--- config.mk ---
export PLATFORM = sky130hd
export DESIGN_NAME = remote_tuning_ctrl
export DESIGN_NICKNAME = d
export VERILOG_FILES = /design/src/tuning_ctrl_pkg.sv /design/src/bcd_step_unit.sv /design/src/remote_tuning_ctrl.sv /design/src/sync_bank.sv
export SDC_FILE = /design/constraint.sdc
export NUM_CORES = 1
export LEC_CHECK = 0
export ABC_AREA = 1
export BUFFER_PORTS_ARGS = -buffer_cell sky130_fd_sc_hd__buf_2
export CAP_MARGIN = 10
export CORE_MARGIN = 4
export CORE_UTILIZATION = 50
export CTS_BUF_LIST = sky130_fd_sc_hd__clkbuf_16
export DETAILED_ROUTE_END_ITERATION = 10
export PLACE_DENSITY = 0.75
export SETUP_SLACK_MARGIN = 0.5
export SLEW_MARGIN = 5
export SYNTH_ARGS = -nofsm -noshare
export SYNTH_HDL_FRONTEND = slang
export SYNTH_HIERARCHICAL = 1
export SYNTH_SLANG_ARGS = --single-unit
--- constraint.sdc ---
create_clock -name pclk -period 26.2 [get_ports pclk]
set_input_delay 5.24 -clock pclk [delete_from_list [all_inputs] [get_ports pclk]]
set_output_delay 5.24 -clock pclk [all_outputs]
set_load 0.02 [all_outputs]
--- src/tuning_ctrl_pkg.sv ---
// Constants, carriers and helpers of the remote serial tuning control
package tuning_ctrl_pkg;
	// ========================================
	// Timing
	localparam int unsigned CLK_PERIOD_NS = 10;
	localparam int unsigned STEP_TIME_MS = 100;
	localparam int unsigned STEP_CYCLES = STEP_TIME_MS * 1000000 / CLK_PERIOD_NS;
	localparam int unsigned TIMER_W = 24;
	localparam int unsigned FREQ_DIGITS = 6;
	localparam logic [5:0] BIT_COUNT_FULL = 6'h20;
	// ========================================
	// Register map and fields
	localparam logic [7:0] ADDR_CTRL = 8'h00;
	localparam logic [7:0] ADDR_STATUS = 8'h04;
	localparam logic [7:0] ADDR_TUNE = 8'h08;
	localparam logic [7:0] ADDR_INT_STATUS = 8'h0C;
	localparam logic [7:0] ADDR_INT_MASK = 8'h10;
	localparam int unsigned CTRL_REMOTE = 0;
	localparam int unsigned CTRL_THR_LSB = 8;
	localparam logic [7:0] THR_RESET = 8'h80;
	localparam int unsigned ST_REMOTE = 0;
	localparam int unsigned ST_FOUND = 1;
	localparam int unsigned ST_SLEW = 2;
	localparam int unsigned ST_EDGE = 3;
	localparam int unsigned ST_LINK = 4;
	localparam int unsigned EV_W = 4;
	localparam logic [23:0] FREQ_MAX = 24'h999999;
	localparam logic [23:0] FREQ_MIN = 24'h000000;
	// ========================================
	// Carriers
	typedef struct packed {
		logic parity;
		logic [2:0] filter_width_field;
		logic [23:0] freq;
		logic spare;
		logic [2:0] mode;
	} tune_msg_t;
	typedef struct packed {
		logic seek_up;
		logic seek_down;
		logic pulse_up;
		logic pulse_down;
		logic count;
	} slew_t;
	typedef struct packed {
		logic link_clk;
		logic ser_data;
		logic wr_frame;
		logic rd_frame;
		slew_t slew;
	} link_in_t;
	typedef enum logic [2:0] {
		L_IDLE = 3'b001,
		L_WRITE = 3'b010,
		L_READ = 3'b100
	} link_state_t;
	localparam tune_msg_t TUNE_RESET = '{1'b0, 3'h0, 24'h000000, 1'b0, 3'h1};
	// ========================================
	// Helpers
	function automatic logic [23:0] step_size(input logic [2:0] width);
		case (width)
			3'h1: step_size = 24'h000003;
			3'h2: step_size = 24'h000010;
			3'h3: step_size = 24'h000022;
			3'h4: step_size = 24'h000032;
			3'h5: step_size = 24'h000060;
			default: step_size = 24'h000500;
		endcase
	endfunction
	function automatic logic [4:0] mode_select(input logic [2:0] mode);
		case (mode)
			3'h1: mode_select = 5'h01;
			3'h2: mode_select = 5'h02;
			3'h3: mode_select = 5'h04;
			3'h4: mode_select = 5'h08;
			default: mode_select = 5'h10;
		endcase
	endfunction
	function automatic tune_msg_t with_parity(input tune_msg_t m);
		with_parity = m;
		with_parity.parity = ~(^m[30:0]);
	endfunction
endpackage

--- src/bcd_step_unit.sv ---
// Saturating packed-BCD add or subtract of one step
module bcd_step_unit #(
	parameter int unsigned DIGITS = 6 // Decimal digits
) (
	input wire logic [4*DIGITS-1:0] value, // Current value
	input wire logic [4*DIGITS-1:0] step, // Step size
	input wire logic up, // High adds, low subtracts
	output logic [4*DIGITS-1:0] result // Clamped result
);
	logic [DIGITS:0] carry;
	logic [4*DIGITS-1:0] raw;

	assign carry[0] = ~up;
	for (genvar i = 0; i < DIGITS; i++) begin : g_digit
		logic [3:0] b;
		logic [4:0] sum;
		// Nines complement turns subtraction into addition
		assign b = up ? step[4*i +: 4] : 4'h9 - step[4*i +: 4];
		assign sum = {1'b0, value[4*i +: 4]} + {1'b0, b} + {4'h0, carry[i]};
		assign carry[i+1] = sum > 5'h09;
		assign raw[4*i +: 4] = carry[i+1] ? 4'(sum - 5'h0A) : sum[3:0];
	end
	// Overflow pins to all nines, borrow pins to zero
	assign result = (up & carry[DIGITS]) ? {DIGITS{4'h9}} : (~up & ~carry[DIGITS]) ? '0 : raw;
endmodule

--- src/remote_tuning_ctrl.sv ---
// Remote serial tuning control: APB registers, serial transfers, slews
module remote_tuning_ctrl #(
	parameter int unsigned STEP_CYCLES = tuning_ctrl_pkg::STEP_CYCLES // Cycles per slew step
) (
	input wire logic pclk, // APB clock
	input wire logic presetn, // Async reset, low
	input wire logic [7:0] paddr, // APB address
	input wire logic psel, // APB select
	input wire logic penable, // APB enable
	input wire logic pwrite, // APB direction
	input wire logic [31:0] pwdata, // APB write data
	output logic [31:0] prdata, // APB read data
	output logic pready, // APB ready
	output logic pslverr, // APB error
	output logic irq, // Interrupt, high
	input wire logic link_clk, // Serial link clock
	input wire logic ser_data_in, // Serial data in
	input wire logic write_tuning_transfer, // Write frame
	input wire logic read_tuning_transfer, // Read-back frame
	input wire logic seek_up, // Seek slew up
	input wire logic seek_down, // Seek slew down
	input wire logic pulse_up, // Count-pulse slew up
	input wire logic pulse_down, // Count-pulse slew down
	input wire logic count_pulse, // Count pulse
	input wire logic [7:0] signal_level, // Signal strength
	output logic ser_data_out, // Serial data out
	output logic remote_mode_flag_out, // Remote mode status
	output logic signal_found_out, // Signal found status
	output tuning_ctrl_pkg::tune_msg_t tuning_out, // Current tuning
	output logic [4:0] detect_select // One-hot detector select
);
	localparam logic [tuning_ctrl_pkg::TIMER_W-1:0] STEP_LOAD = tuning_ctrl_pkg::TIMER_W'(STEP_CYCLES - 1);

	// ========================================
	// Input synchronisation
	tuning_ctrl_pkg::link_in_t raw_in;
	tuning_ctrl_pkg::link_in_t s;
	tuning_ctrl_pkg::link_in_t prev;

	assign raw_in = '{link_clk, ser_data_in, write_tuning_transfer, read_tuning_transfer,
		'{seek_up, seek_down, pulse_up, pulse_down, count_pulse}};

	sync_bank #(
		.W($bits(tuning_ctrl_pkg::link_in_t))
	) u_sync (
		.clk(pclk),
		.rst_n(presetn),
		.d(raw_in),
		.q(s)
	);

	always_ff @(posedge pclk or negedge presetn) begin
		if (!presetn) begin
			prev <= '0;
		end else begin
			prev <= s;
		end
	end

	logic link_rise;
	logic link_fall;
	logic wr_start;
	logic rd_start;
	logic cnt_edge;
	assign link_rise = s.link_clk & ~prev.link_clk;
	assign link_fall = ~s.link_clk & prev.link_clk;
	assign wr_start = s.wr_frame & ~prev.wr_frame;
	assign rd_start = s.rd_frame & ~prev.rd_frame;
	assign cnt_edge = s.slew.count & ~prev.slew.count;

	// ========================================
	// Registers
	logic ctrl_remote;
	logic [7:0] thr;
	tuning_ctrl_pkg::tune_msg_t tune;
	logic [tuning_ctrl_pkg::EV_W-1:0] int_status;
	logic [tuning_ctrl_pkg::EV_W-1:0] int_mask;

	// ========================================
	// APB slave
	logic acc;
	logic wr_done;
	logic sel_ctrl;
	logic sel_status;
	logic sel_tune;
	logic sel_int;
	logic sel_mask;
	logic addr_hit;
	logic [31:0] rd_data;
	logic [31:0] status_word;
	assign acc = psel & penable;
	assign wr_done = acc & pready & pwrite;
	assign sel_ctrl = paddr == tuning_ctrl_pkg::ADDR_CTRL;
	assign sel_status = paddr == tuning_ctrl_pkg::ADDR_STATUS;
	assign sel_tune = paddr == tuning_ctrl_pkg::ADDR_TUNE;
	assign sel_int = paddr == tuning_ctrl_pkg::ADDR_INT_STATUS;
	assign sel_mask = paddr == tuning_ctrl_pkg::ADDR_INT_MASK;
	assign addr_hit = sel_ctrl | sel_status | sel_tune | sel_int | sel_mask;

	always_ff @(posedge pclk or negedge presetn) begin
		if (!presetn) begin
			pready <= 1'b0;
			pslverr <= 1'b0;
			prdata <= '0;
		end else begin
			pready <= acc & ~pready;
			pslverr <= acc & ~pready & ~addr_hit;
			prdata <= (acc & ~pready & ~pwrite) ? rd_data : '0;
		end
	end

	// ========================================
	// Serial transfer engine
	tuning_ctrl_pkg::link_state_t state;
	tuning_ctrl_pkg::link_state_t next_state;
	logic [31:0] shreg;
	logic [31:0] next_shreg;
	logic [5:0] bit_cnt;
	logic write_go;
	logic read_go;
	logic shift_in;
	logic shift_out;
	logic wr_end;
	logic wr_ok;
	logic wr_bad;
	assign write_go = wr_start & ctrl_remote;
	assign read_go = rd_start & ~write_go;
	assign shift_in = (state == tuning_ctrl_pkg::L_WRITE) && link_rise
		&& (bit_cnt != tuning_ctrl_pkg::BIT_COUNT_FULL);
	assign shift_out = (state == tuning_ctrl_pkg::L_READ) && link_fall;
	assign wr_end = (state == tuning_ctrl_pkg::L_WRITE) && !s.wr_frame;
	// Whole message with odd parity, still remote at frame end
	assign wr_ok = wr_end && (bit_cnt == tuning_ctrl_pkg::BIT_COUNT_FULL) && (^shreg) && ctrl_remote;
	assign wr_bad = wr_end && !wr_ok;
	// Both directions shift right, bit 0 first
	assign next_shreg = (state == tuning_ctrl_pkg::L_IDLE && read_go) ? tune :
		shift_in ? {s.ser_data, shreg[31:1]} :
		shift_out ? {1'b0, shreg[31:1]} : shreg;

	always_comb begin
		next_state = state;
		unique case (state)
			tuning_ctrl_pkg::L_IDLE: begin
				if (write_go) begin
					next_state = tuning_ctrl_pkg::L_WRITE;
				end else if (read_go) begin
					next_state = tuning_ctrl_pkg::L_READ;
				end
			end
			tuning_ctrl_pkg::L_WRITE: begin
				if (wr_end) begin
					next_state = tuning_ctrl_pkg::L_IDLE;
				end
			end
			tuning_ctrl_pkg::L_READ: begin
				if (!s.rd_frame) begin
					next_state = tuning_ctrl_pkg::L_IDLE;
				end
			end
			default: next_state = tuning_ctrl_pkg::L_IDLE;
		endcase
	end

	always_ff @(posedge pclk or negedge presetn) begin
		if (!presetn) begin
			state <= tuning_ctrl_pkg::L_IDLE;
			shreg <= '0;
			bit_cnt <= '0;
			ser_data_out <= 1'b0;
		end else begin
			state <= next_state;
			shreg <= next_shreg;
			bit_cnt <= (state == tuning_ctrl_pkg::L_IDLE) ? 6'h00 : bit_cnt + 6'(shift_in);
			ser_data_out <= (next_state == tuning_ctrl_pkg::L_READ) & next_shreg[0];
		end
	end

	// ========================================
	// Slew control
	logic seek_act;
	logic pulse_act;
	logic slew_act;
	logic dir_up;
	logic seek_was;
	logic [tuning_ctrl_pkg::TIMER_W-1:0] timer;
	logic step_req;
	logic at_limit;
	logic step_apply;
	logic edge_event;
	logic edge_hit;
	logic found_eval;
	logic next_found;
	logic [23:0] stepped_freq;
	// Slews only in remote mode, opposite lines together cancel
	assign seek_act = ctrl_remote & (s.slew.seek_up ^ s.slew.seek_down);
	assign pulse_act = ctrl_remote & ~seek_act & (s.slew.pulse_up ^ s.slew.pulse_down);
	assign slew_act = seek_act | pulse_act;
	assign dir_up = seek_act ? s.slew.seek_up : s.slew.pulse_up;
	// Seek steps on timer expiry; pulses only once the holdoff has run out
	assign step_req = seek_act ? (seek_was && timer == '0) : (pulse_act && cnt_edge && timer == '0);
	assign at_limit = dir_up ? (tune.freq == tuning_ctrl_pkg::FREQ_MAX) : (tune.freq == tuning_ctrl_pkg::FREQ_MIN);
	assign step_apply = step_req & ~edge_hit & ~at_limit & ~wr_ok;
	assign edge_event = step_req & ~edge_hit & at_limit;
	assign next_found = !slew_act ? 1'b0 : found_eval ? (signal_level >= thr) : signal_found_out;

	bcd_step_unit #(
		.DIGITS(tuning_ctrl_pkg::FREQ_DIGITS)
	) u_step (
		.value(tune.freq),
		.step(tuning_ctrl_pkg::step_size(tune.filter_width_field)),
		.up(dir_up),
		.result(stepped_freq)
	);

	always_ff @(posedge pclk or negedge presetn) begin
		if (!presetn) begin
			seek_was <= 1'b0;
			timer <= '0;
			edge_hit <= 1'b0;
			found_eval <= 1'b0;
			signal_found_out <= 1'b0;
		end else begin
			seek_was <= seek_act;
			if (!slew_act) begin
				timer <= '0;
			end else if ((seek_act & ~seek_was) | step_req) begin
				timer <= STEP_LOAD;
			end else if (timer != '0) begin
				timer <= timer - 1'b1;
			end
			edge_hit <= slew_act & (edge_hit | edge_event);
			found_eval <= step_apply;
			signal_found_out <= next_found;
		end
	end

	// ========================================
	// Tuning state
	tuning_ctrl_pkg::tune_msg_t stepped_tune;
	tuning_ctrl_pkg::tune_msg_t next_tune;
	logic apb_tune_wr;
	assign stepped_tune = '{1'b0, tune.filter_width_field, stepped_freq, tune.spare, tune.mode};
	assign apb_tune_wr = wr_done & sel_tune & ~ctrl_remote;
	// Rejected writes leave the previous settings in place
	assign next_tune = tuning_ctrl_pkg::with_parity(wr_ok ? shreg :
		step_apply ? stepped_tune : apb_tune_wr ? pwdata : tune);
	assign tuning_out = tune;

	always_ff @(posedge pclk or negedge presetn) begin
		if (!presetn) begin
			tune <= tuning_ctrl_pkg::TUNE_RESET;
			detect_select <= 5'h01;
		end else begin
			tune <= next_tune;
			detect_select <= tuning_ctrl_pkg::mode_select(next_tune.mode);
		end
	end

	// ========================================
	// Control, status and interrupts
	logic [tuning_ctrl_pkg::EV_W-1:0] events;
	logic [tuning_ctrl_pkg::EV_W-1:0] clear_bits;
	logic [tuning_ctrl_pkg::EV_W-1:0] next_int;
	logic [tuning_ctrl_pkg::EV_W-1:0] next_mask;
	logic next_remote;
	assign events = {edge_event, next_found & ~signal_found_out, wr_bad, wr_ok};
	assign clear_bits = (wr_done & sel_int) ? pwdata[tuning_ctrl_pkg::EV_W-1:0] : '0;
	// New events win over a clear in the same cycle
	assign next_int = (int_status & ~clear_bits) | events;
	assign next_mask = (wr_done & sel_mask) ? pwdata[tuning_ctrl_pkg::EV_W-1:0] : int_mask;
	assign next_remote = (wr_done & sel_ctrl) ? pwdata[tuning_ctrl_pkg::CTRL_REMOTE] : ctrl_remote;
	assign status_word = {27'h0000000, state != tuning_ctrl_pkg::L_IDLE, edge_hit, slew_act,
		signal_found_out, ctrl_remote};
	assign rd_data = sel_ctrl ? {16'h0000, thr, 7'h00, ctrl_remote} :
		sel_status ? status_word :
		sel_tune ? tune :
		sel_int ? {28'h0000000, int_status} :
		sel_mask ? {28'h0000000, int_mask} : '0;

	always_ff @(posedge pclk or negedge presetn) begin
		if (!presetn) begin
			ctrl_remote <= 1'b0;
			thr <= tuning_ctrl_pkg::THR_RESET;
			int_status <= '0;
			int_mask <= '0;
			irq <= 1'b0;
			remote_mode_flag_out <= 1'b0;
		end else begin
			ctrl_remote <= next_remote;
			if (wr_done & sel_ctrl) begin
				thr <= pwdata[tuning_ctrl_pkg::CTRL_THR_LSB +: 8];
			end
			int_status <= next_int;
			int_mask <= next_mask;
			irq <= |(next_int & next_mask);
			remote_mode_flag_out <= next_remote;
		end
	end

	// ========================================
	// Assertions
	logic [tuning_ctrl_pkg::TIMER_W-1:0] since_step;
	always_ff @(posedge pclk or negedge presetn) begin
		if (!presetn) begin
			since_step <= '0;
		end else if (!slew_act) begin
			since_step <= STEP_LOAD;
		end else if (step_apply) begin
			since_step <= '0;
		end else if (since_step != STEP_LOAD) begin
			since_step <= since_step + 1'b1;
		end
	end
endmodule

--- src/sync_bank.sv ---
// Two-flop synchroniser bank for inputs from outside the pclk domain
module sync_bank #(
	parameter int unsigned W = 1 // Bits synchronised
) (
	input wire logic clk, // Sampling clock
	input wire logic rst_n, // Async reset, low
	input wire logic [W-1:0] d, // Raw inputs
	output logic [W-1:0] q // Synchronised inputs
);
	logic [W-1:0] meta;

	always_ff @(posedge clk or negedge rst_n) begin
		if (!rst_n) begin
			meta <= '0;
			q <= '0;
		end else begin
			meta <= d;
			q <= meta;
		end
	end
endmodule

Yosys cells after proc, flatten, opt, wreduce, memory -nomap -nowiden
Cells that the tools add are included.
Widths: inputs -> output; s select.
- word-level logic and storage cells: 214
- flip-flop bits (word level): 181
- muxes and demuxes: 44
- reduce and logical (&&, ||, !) cells: 22
- add/sub/neg operators: 26
- bitwise logic cells: 63
- equal/unequal tests: 22
- order comparisons: 7
- operator list (operator ; number):
    $mux 32 ; 7
    $mux 24 ; 5
    $mux 31 ; 3
    $mux 4 ; 16
    $pmux 11 s5 ; 1
    $logic_not 24->1 ; 2
    $reduce_xor 32->1 ; 1
    $and 1x1->1 ; 31
    $reduce_xor 31->1 ; 1
    $add 4x4->5 ; 6
    $add 5x1->5 ; 6
    $gt 5x4->1 const B ; 6
    $eq 24x24->1 const B ; 1
    $reduce_bool 24->1 ; 1
    $sub 24x1->24 const B ; 1
    $sub 4x4->4 const B ; 6
    $pmux 5 s4 ; 1
    $not 1->1 ; 19
    $eq 8x4->1 const B ; 2
    $eq 3x2->1 const B ; 5
    $eq 3x3->1 const B ; 5
    $logic_and 1x1->1 ; 12
    $mux 3 ; 4
    $sub 4x1->4 const AB ; 3
    22 further kinds ; 39

Depth between registers and ports, before layout
- word-level depth: 25
- gate-level depth with buffers: 78

Hierarchy
The synthesis kept the hierarchy.
- modules (own cells, without submodules) (module ; instances ; sequential area each (µm²) ; area each (µm²) ; cells an instance):
    remote_tuning_ctrl ; 1 ; 4083.9 ; 9918.3 ; 1404
    bcd_step_unit ; 1 ; 0.0 ; 1846.8 ; 295
    sync_bank ; 1 ; 450.4 ; 450.4 ; 18

Worst setup path before layout
No wires, ideal clock.
- path type: reg-to-reg
- start: reg ctrl_remote
- end: reg tune, in the netlist tuning_out[31]
- buffers on the path: 3
- setup slack: 15402 ps
- arrival: 10681 ps
- stages on the path, launching flop included: 74
- path through: dfrtp_1 nand2_1 a21oi_2 buf_6 inv_1 buf_2 buf_2 nand2_1 o21ai_0 ha_1 inv_1 nand2_1 nand2_1 ha_1 nand2_1 nand2_1 nand2_1 inv_1 [... 38 more ...] nor2_1 nand3b_1 nand2_1 inv_1 nand2_1 nand2_1 nand2_1 inv_1 nor2_1 nand2_1 nand2_1 nand2_1 nand2_1 nand2_1 nand2_1 inv_1 nand2_1 nand2_1
- RTL lines (element ; line ; source):
    start: declaration ; remote_tuning_ctrl.sv:73 ; logic ctrl_remote;
    start signal: assignment ; remote_tuning_ctrl.sv:289 ; ctrl_remote <= next_remote;
    end signal: assignment ; remote_tuning_ctrl.sv:251 ; tune <= tuning_ctrl_pkg::TUNE_RESET;
    end signal: assignment ; remote_tuning_ctrl.sv:254 ; tune <= next_tune;
    end: declaration ; remote_tuning_ctrl.sv:75 ; tuning_ctrl_pkg::tune_msg_t tune;

==> impl_summary.md <==
Critical path
Of all nets on the critical path, the largest fanout is 13. Setup slack on the worst reg-to-reg path comes out at 13.74 ns. The standard cell with the maximum stage delay on the critical path is sky130_fd_sc_hd__dfrtp_1. For this run, the slowest stage of the critical path takes between 0.5 and 0.6 ns. The last element of the critical path is tuning_out[31]. Data on the critical path is required at its endpoint by between 20 and 30 ns. The start-to-end type of the worst setup path is flip-flop to flip-flop. The start of the worst register-to-register path is tuning_out[30]. The depth of the worst register-to-register path is 70. The signal arrival time at the worst endpoint is around 13 ns. The worst setup path is launched from a flip-flop.

The most frequent cell on the critical path is sky130_fd_sc_hd__nand2_1. The critical path endpoint category is a flip-flop. In this run the worst setup path begins at tuning_out[30]. In this run the critical register-to-register path is captured at tuning_out[31].

Yosys
Sorting the synthesized cells by area gives the leading types as sky130_fd_sc_hd__dfrtp_1 (36%), sky130_fd_sc_hd__nand2_1 (18%), sky130_fd_sc_hd__inv_1 (7.5%), sky130_fd_sc_hd__ha_1 (4.8%), sky130_fd_sc_hd__o21ai_0 (4.2%). The most used standard cell by instance count after synthesis is sky130_fd_sc_hd__nand2_1. The count of distinct cell types in the synthesized netlist is 57. The fraction of registers with async set/reset is 1.00. In the synthesized netlist the dominant register cell turns out to be sky130_fd_sc_hd__dfrtp_1. sky130_fd_sc_hd__dfrtp_1 takes more of the synthesized area than any other cell. The total standard cell area after synthesis is 12,200 sq um. The per-instance average area after synthesis is 7.11 sq um. After synthesis, the most frequently instantiated cells are sky130_fd_sc_hd__nand2_1 (571), sky130_fd_sc_hd__inv_1 (245), sky130_fd_sc_hd__dfrtp_1 (177), sky130_fd_sc_hd__nor2_1 (112), sky130_fd_sc_hd__o21ai_0 (102). The post-synthesis sequential area ratio is 0.371.

The number of storage elements in the synthesis netlist is roughly 180. The area share of the largest cell type after synthesis is 0.363. Counting flops with a built-in enable in the synthesized netlist gives 0. The number of warning messages in the yosys log is 6. Synthesis produced a netlist whose cell count is approximately 1.7k.

Pwr
The internal power of the cells totals between 0.0005 and 0.0006 W. The share of total power dissipated in the clock network is 0.306. In this run the power spent charging and discharging nets is ~0.00035 W. The maximum ir drop on the vdd rail is between 0.04 and 0.05 mV. Of the total power, the share spent switching nets is 0.399. The share of total power dissipated in combinational logic is 0.316. Of the total power, registers draw 0.377. The leakage dissipation is around 7.7 nW. In this run the power density over the cells is ~64 nW/um^2.

Drt
The detailed router finished its first iteration with between 1k and 1.5k violations. The final route contains 11.9k vias. The final wirelength is around 35,000 um. Dividing the detail-routed via count by the number of cells gives 5.44.

The first detailed-routing pass ran for 7 iterations. After detailed routing, the number of remaining DRC violations is 0. The count of nets left with antenna violations once routing finished came out at 0.

The detail-routed net length per standard cell is between 15 and 20 um.

Floorplan
The number of core rows is 56. The area of the core region is between 20,000 and 25,000 sq um. The initial utilization of the core area, before any placement, comes to 0.514. The die is ~160 um wide. The vertical extent of the die is approximately 160 um. The die covers about 27,000 sq um. The count of boundary I/O pins is approximately 140.

Outcome
The flow ran to the end, and the final reports show no timing, DRC or antenna violations.

STA
The number of pins with negative max-slew slack in the final report was 0. Between clock sinks in the finished design, the worst skew comes to about 0.018 ns. Of the available clock period, the critical path in the final layout requires 0.476. The total count of hold-check failures in the final report is 0.

The highest clock rate is ~80 MHz. Setup repair after global routing left no endpoint under its margin. The worst hold-check slack is 0.352 ns.

Subtracting the final worst setup slack from the clock period gives ~12 ns. The worst slew slack as a fraction of its limit is 0.281. For the final routed database, the setup TNS stands at 0 ns. For the pin with the worst max-slew slack, the measured transition is ~1.1 ns. The setup-violating endpoint count in the final report is 0.

Global routing
The number of antenna violations at the first check in global routing was 0. The global-route wire length before repair is about 56,000 um. The via count of the first global-routing pass was between 10k and 15k.

The overall routing resource usage is 0.264. After global routing the overflow that remains totals 0. The largest net degree at the start of global routing is between 100 and 150.

Worst hold path
The path class of the lowest-slack min-delay path is flip-flop to flip-flop.

Clock tree
The number of instances resized during post-cts repair is 0. The number of H-tree branching levels is 4. The clock reaches the later pin of the worst-skew pair after 0.45 ns. The number of buffers created by CTS is 17.

The number of clock sinks seen by CTS is between 150 and 200. The post-CTS setup buffer count is 0. The number of buffers inserted by hold repair at cts is 0. The clock-pin slew on the worst setup and hold paths is around 0.080 ns. The CTS tree is done.

The buffer levels on the longest clock path is 2. The tree is rooted in a sky130_fd_sc_hd__clkbuf_16.

Placed design
Buffers placed on the I/O ports in this run total roughly 140. At the end of routability-driven placement, the weighted congestion stood at approximately 0.92. Once detailed placement completed, the half-perimeter wirelength came to ~26,000 um.

Finish
The number of nets in the layout is between 1.5k and 2k. 0 antenna diodes ended up in the layout. The layout cell share with drive strength beyond 1 is 0.130.

The area growth from synthesis to layout is 13.4%.

Flow run
The count of max-cap constraint violations is 0.
## power by group through the flow
stage | clock network, W | logic, W | registers, W
2_1_floorplan | 0 | 0.000218 | 0.000333
3_3_place_gp | 0 | 0.000269 | 0.000337
3_5_place_dp | 0 | 0.000278 | 0.000340
4_1_cts | 0.000275 | 0.000280 | 0.000334
5_1_grt | 0.000287 | 0.000320 | 0.000339
6_report | 0.000272 | 0.000281 | 0.000335
## kinds of logic (layout without fill, tap and decap cells)
kind of cell | Yosys count | after routing | share of synthesized area
simple gates | 927 | 927 | 0.331
buf+inv | 298 | 431 | 0.0972
fa+ha+maj | 58 | 58 | 0.0662
xor+xnor | 36 | 36 | 0.0283
flops | 181 | 181 | 0.371
compound gates | 214 | 214 | 0.104
mux | 2 | 2 | 0.00174
other cells | 1 | 25 | 0.000307
## worst min path at each step
stage                        start     endpoint  cells past startpoint
detailed placement  u_sync/meta[0]  u_sync/q[0]                      0
finish              u_sync/meta[7]  u_sync/q[7]                      0
floorplan           u_sync/meta[0]  u_sync/q[0]                      0
CTS                 u_sync/meta[0]  u_sync/q[0]                      0
global route        u_sync/meta[7]  u_sync/q[7]                      0
global placement    u_sync/meta[6]  u_sync/q[6]                      0
## worst max-delay path: cells and delay by family (launching register included)
| kind | cells | cell delay, ns |
|---|---|---|
| AOI/OAI and AO/OA | 3 | 0.59 |
| xor gates and xnor gates | 4 | 0.90 |
| adders and majority gates | 14 | 5.38 |
| buffers and inverters | 7 | 0.60 |
| DFF | 1 | 0.53 |
| and+or+nand+nor | 42 | 4.34 |
## metal layers
| layer | wire length, um | vias up | GRT usage |
|---|---|---|---|
| li1 | - | 5789 | - |
| met1 | 14600 | 5615 | 0.350 |
| met2 | 16900 | 453 | 0.431 |
| met3 | 2610 | 83 | 0.0459 |
| met4 | 1220 | 0 | 0.101 |
| met5 | 0 | - | 0 |
## placed cells by master (no fill, tap or decap), drive strengths merged, types with 25 or more instances in the layout
| cell type | instances |
|---|---|
| a21oi | 46 |
| buf | 141 |
| conb | 25 |
| dfrtp | 177 |
| ha | 47 |
| inv | 259 |
| nand2 | 595 |
| nand3 | 103 |
| nand4 | 38 |
| nor2 | 124 |
| nor3 | 42 |
| o21ai | 106 |
## area by class of cell
cell class	count	area (sq um)
sequential	181	4530
tap	319	399
timing repair buffer	142	737
fill	2204	9900
multi-input combinational	1262	6590
clock inverter	15	208
inverter	257	965
clock buffer	17	425
## stage by stage
stage	cell area (sq um)	setup slack, ns	cells	total power (W)	utilization
after global placement	13200	14.18	2161	0.000607	0.557
after detailed placement	13200	13.96	2161	0.000617	0.557
final	13900	13.74	2193	0.000889	0.583
after floorplan	12300	15.40	1741	0.000552	-
after global routing	13900	12.84	2193	0.000946	0.583
after CTS	13900	13.86	2193	0.000889	0.583
## flip-flops by register name, summed over array words and instances, names as in the netlist, 3 cells and up
signal         count
state              3
prev               4
prdata            32
u_sync/q           9
int_mask           4
int_status         4
thr                8
bit_cnt            6
tuning_out        32
shreg             32
u_sync/meta        9
detect_select      5
timer             24
Power figures use the tool's default switching activity.
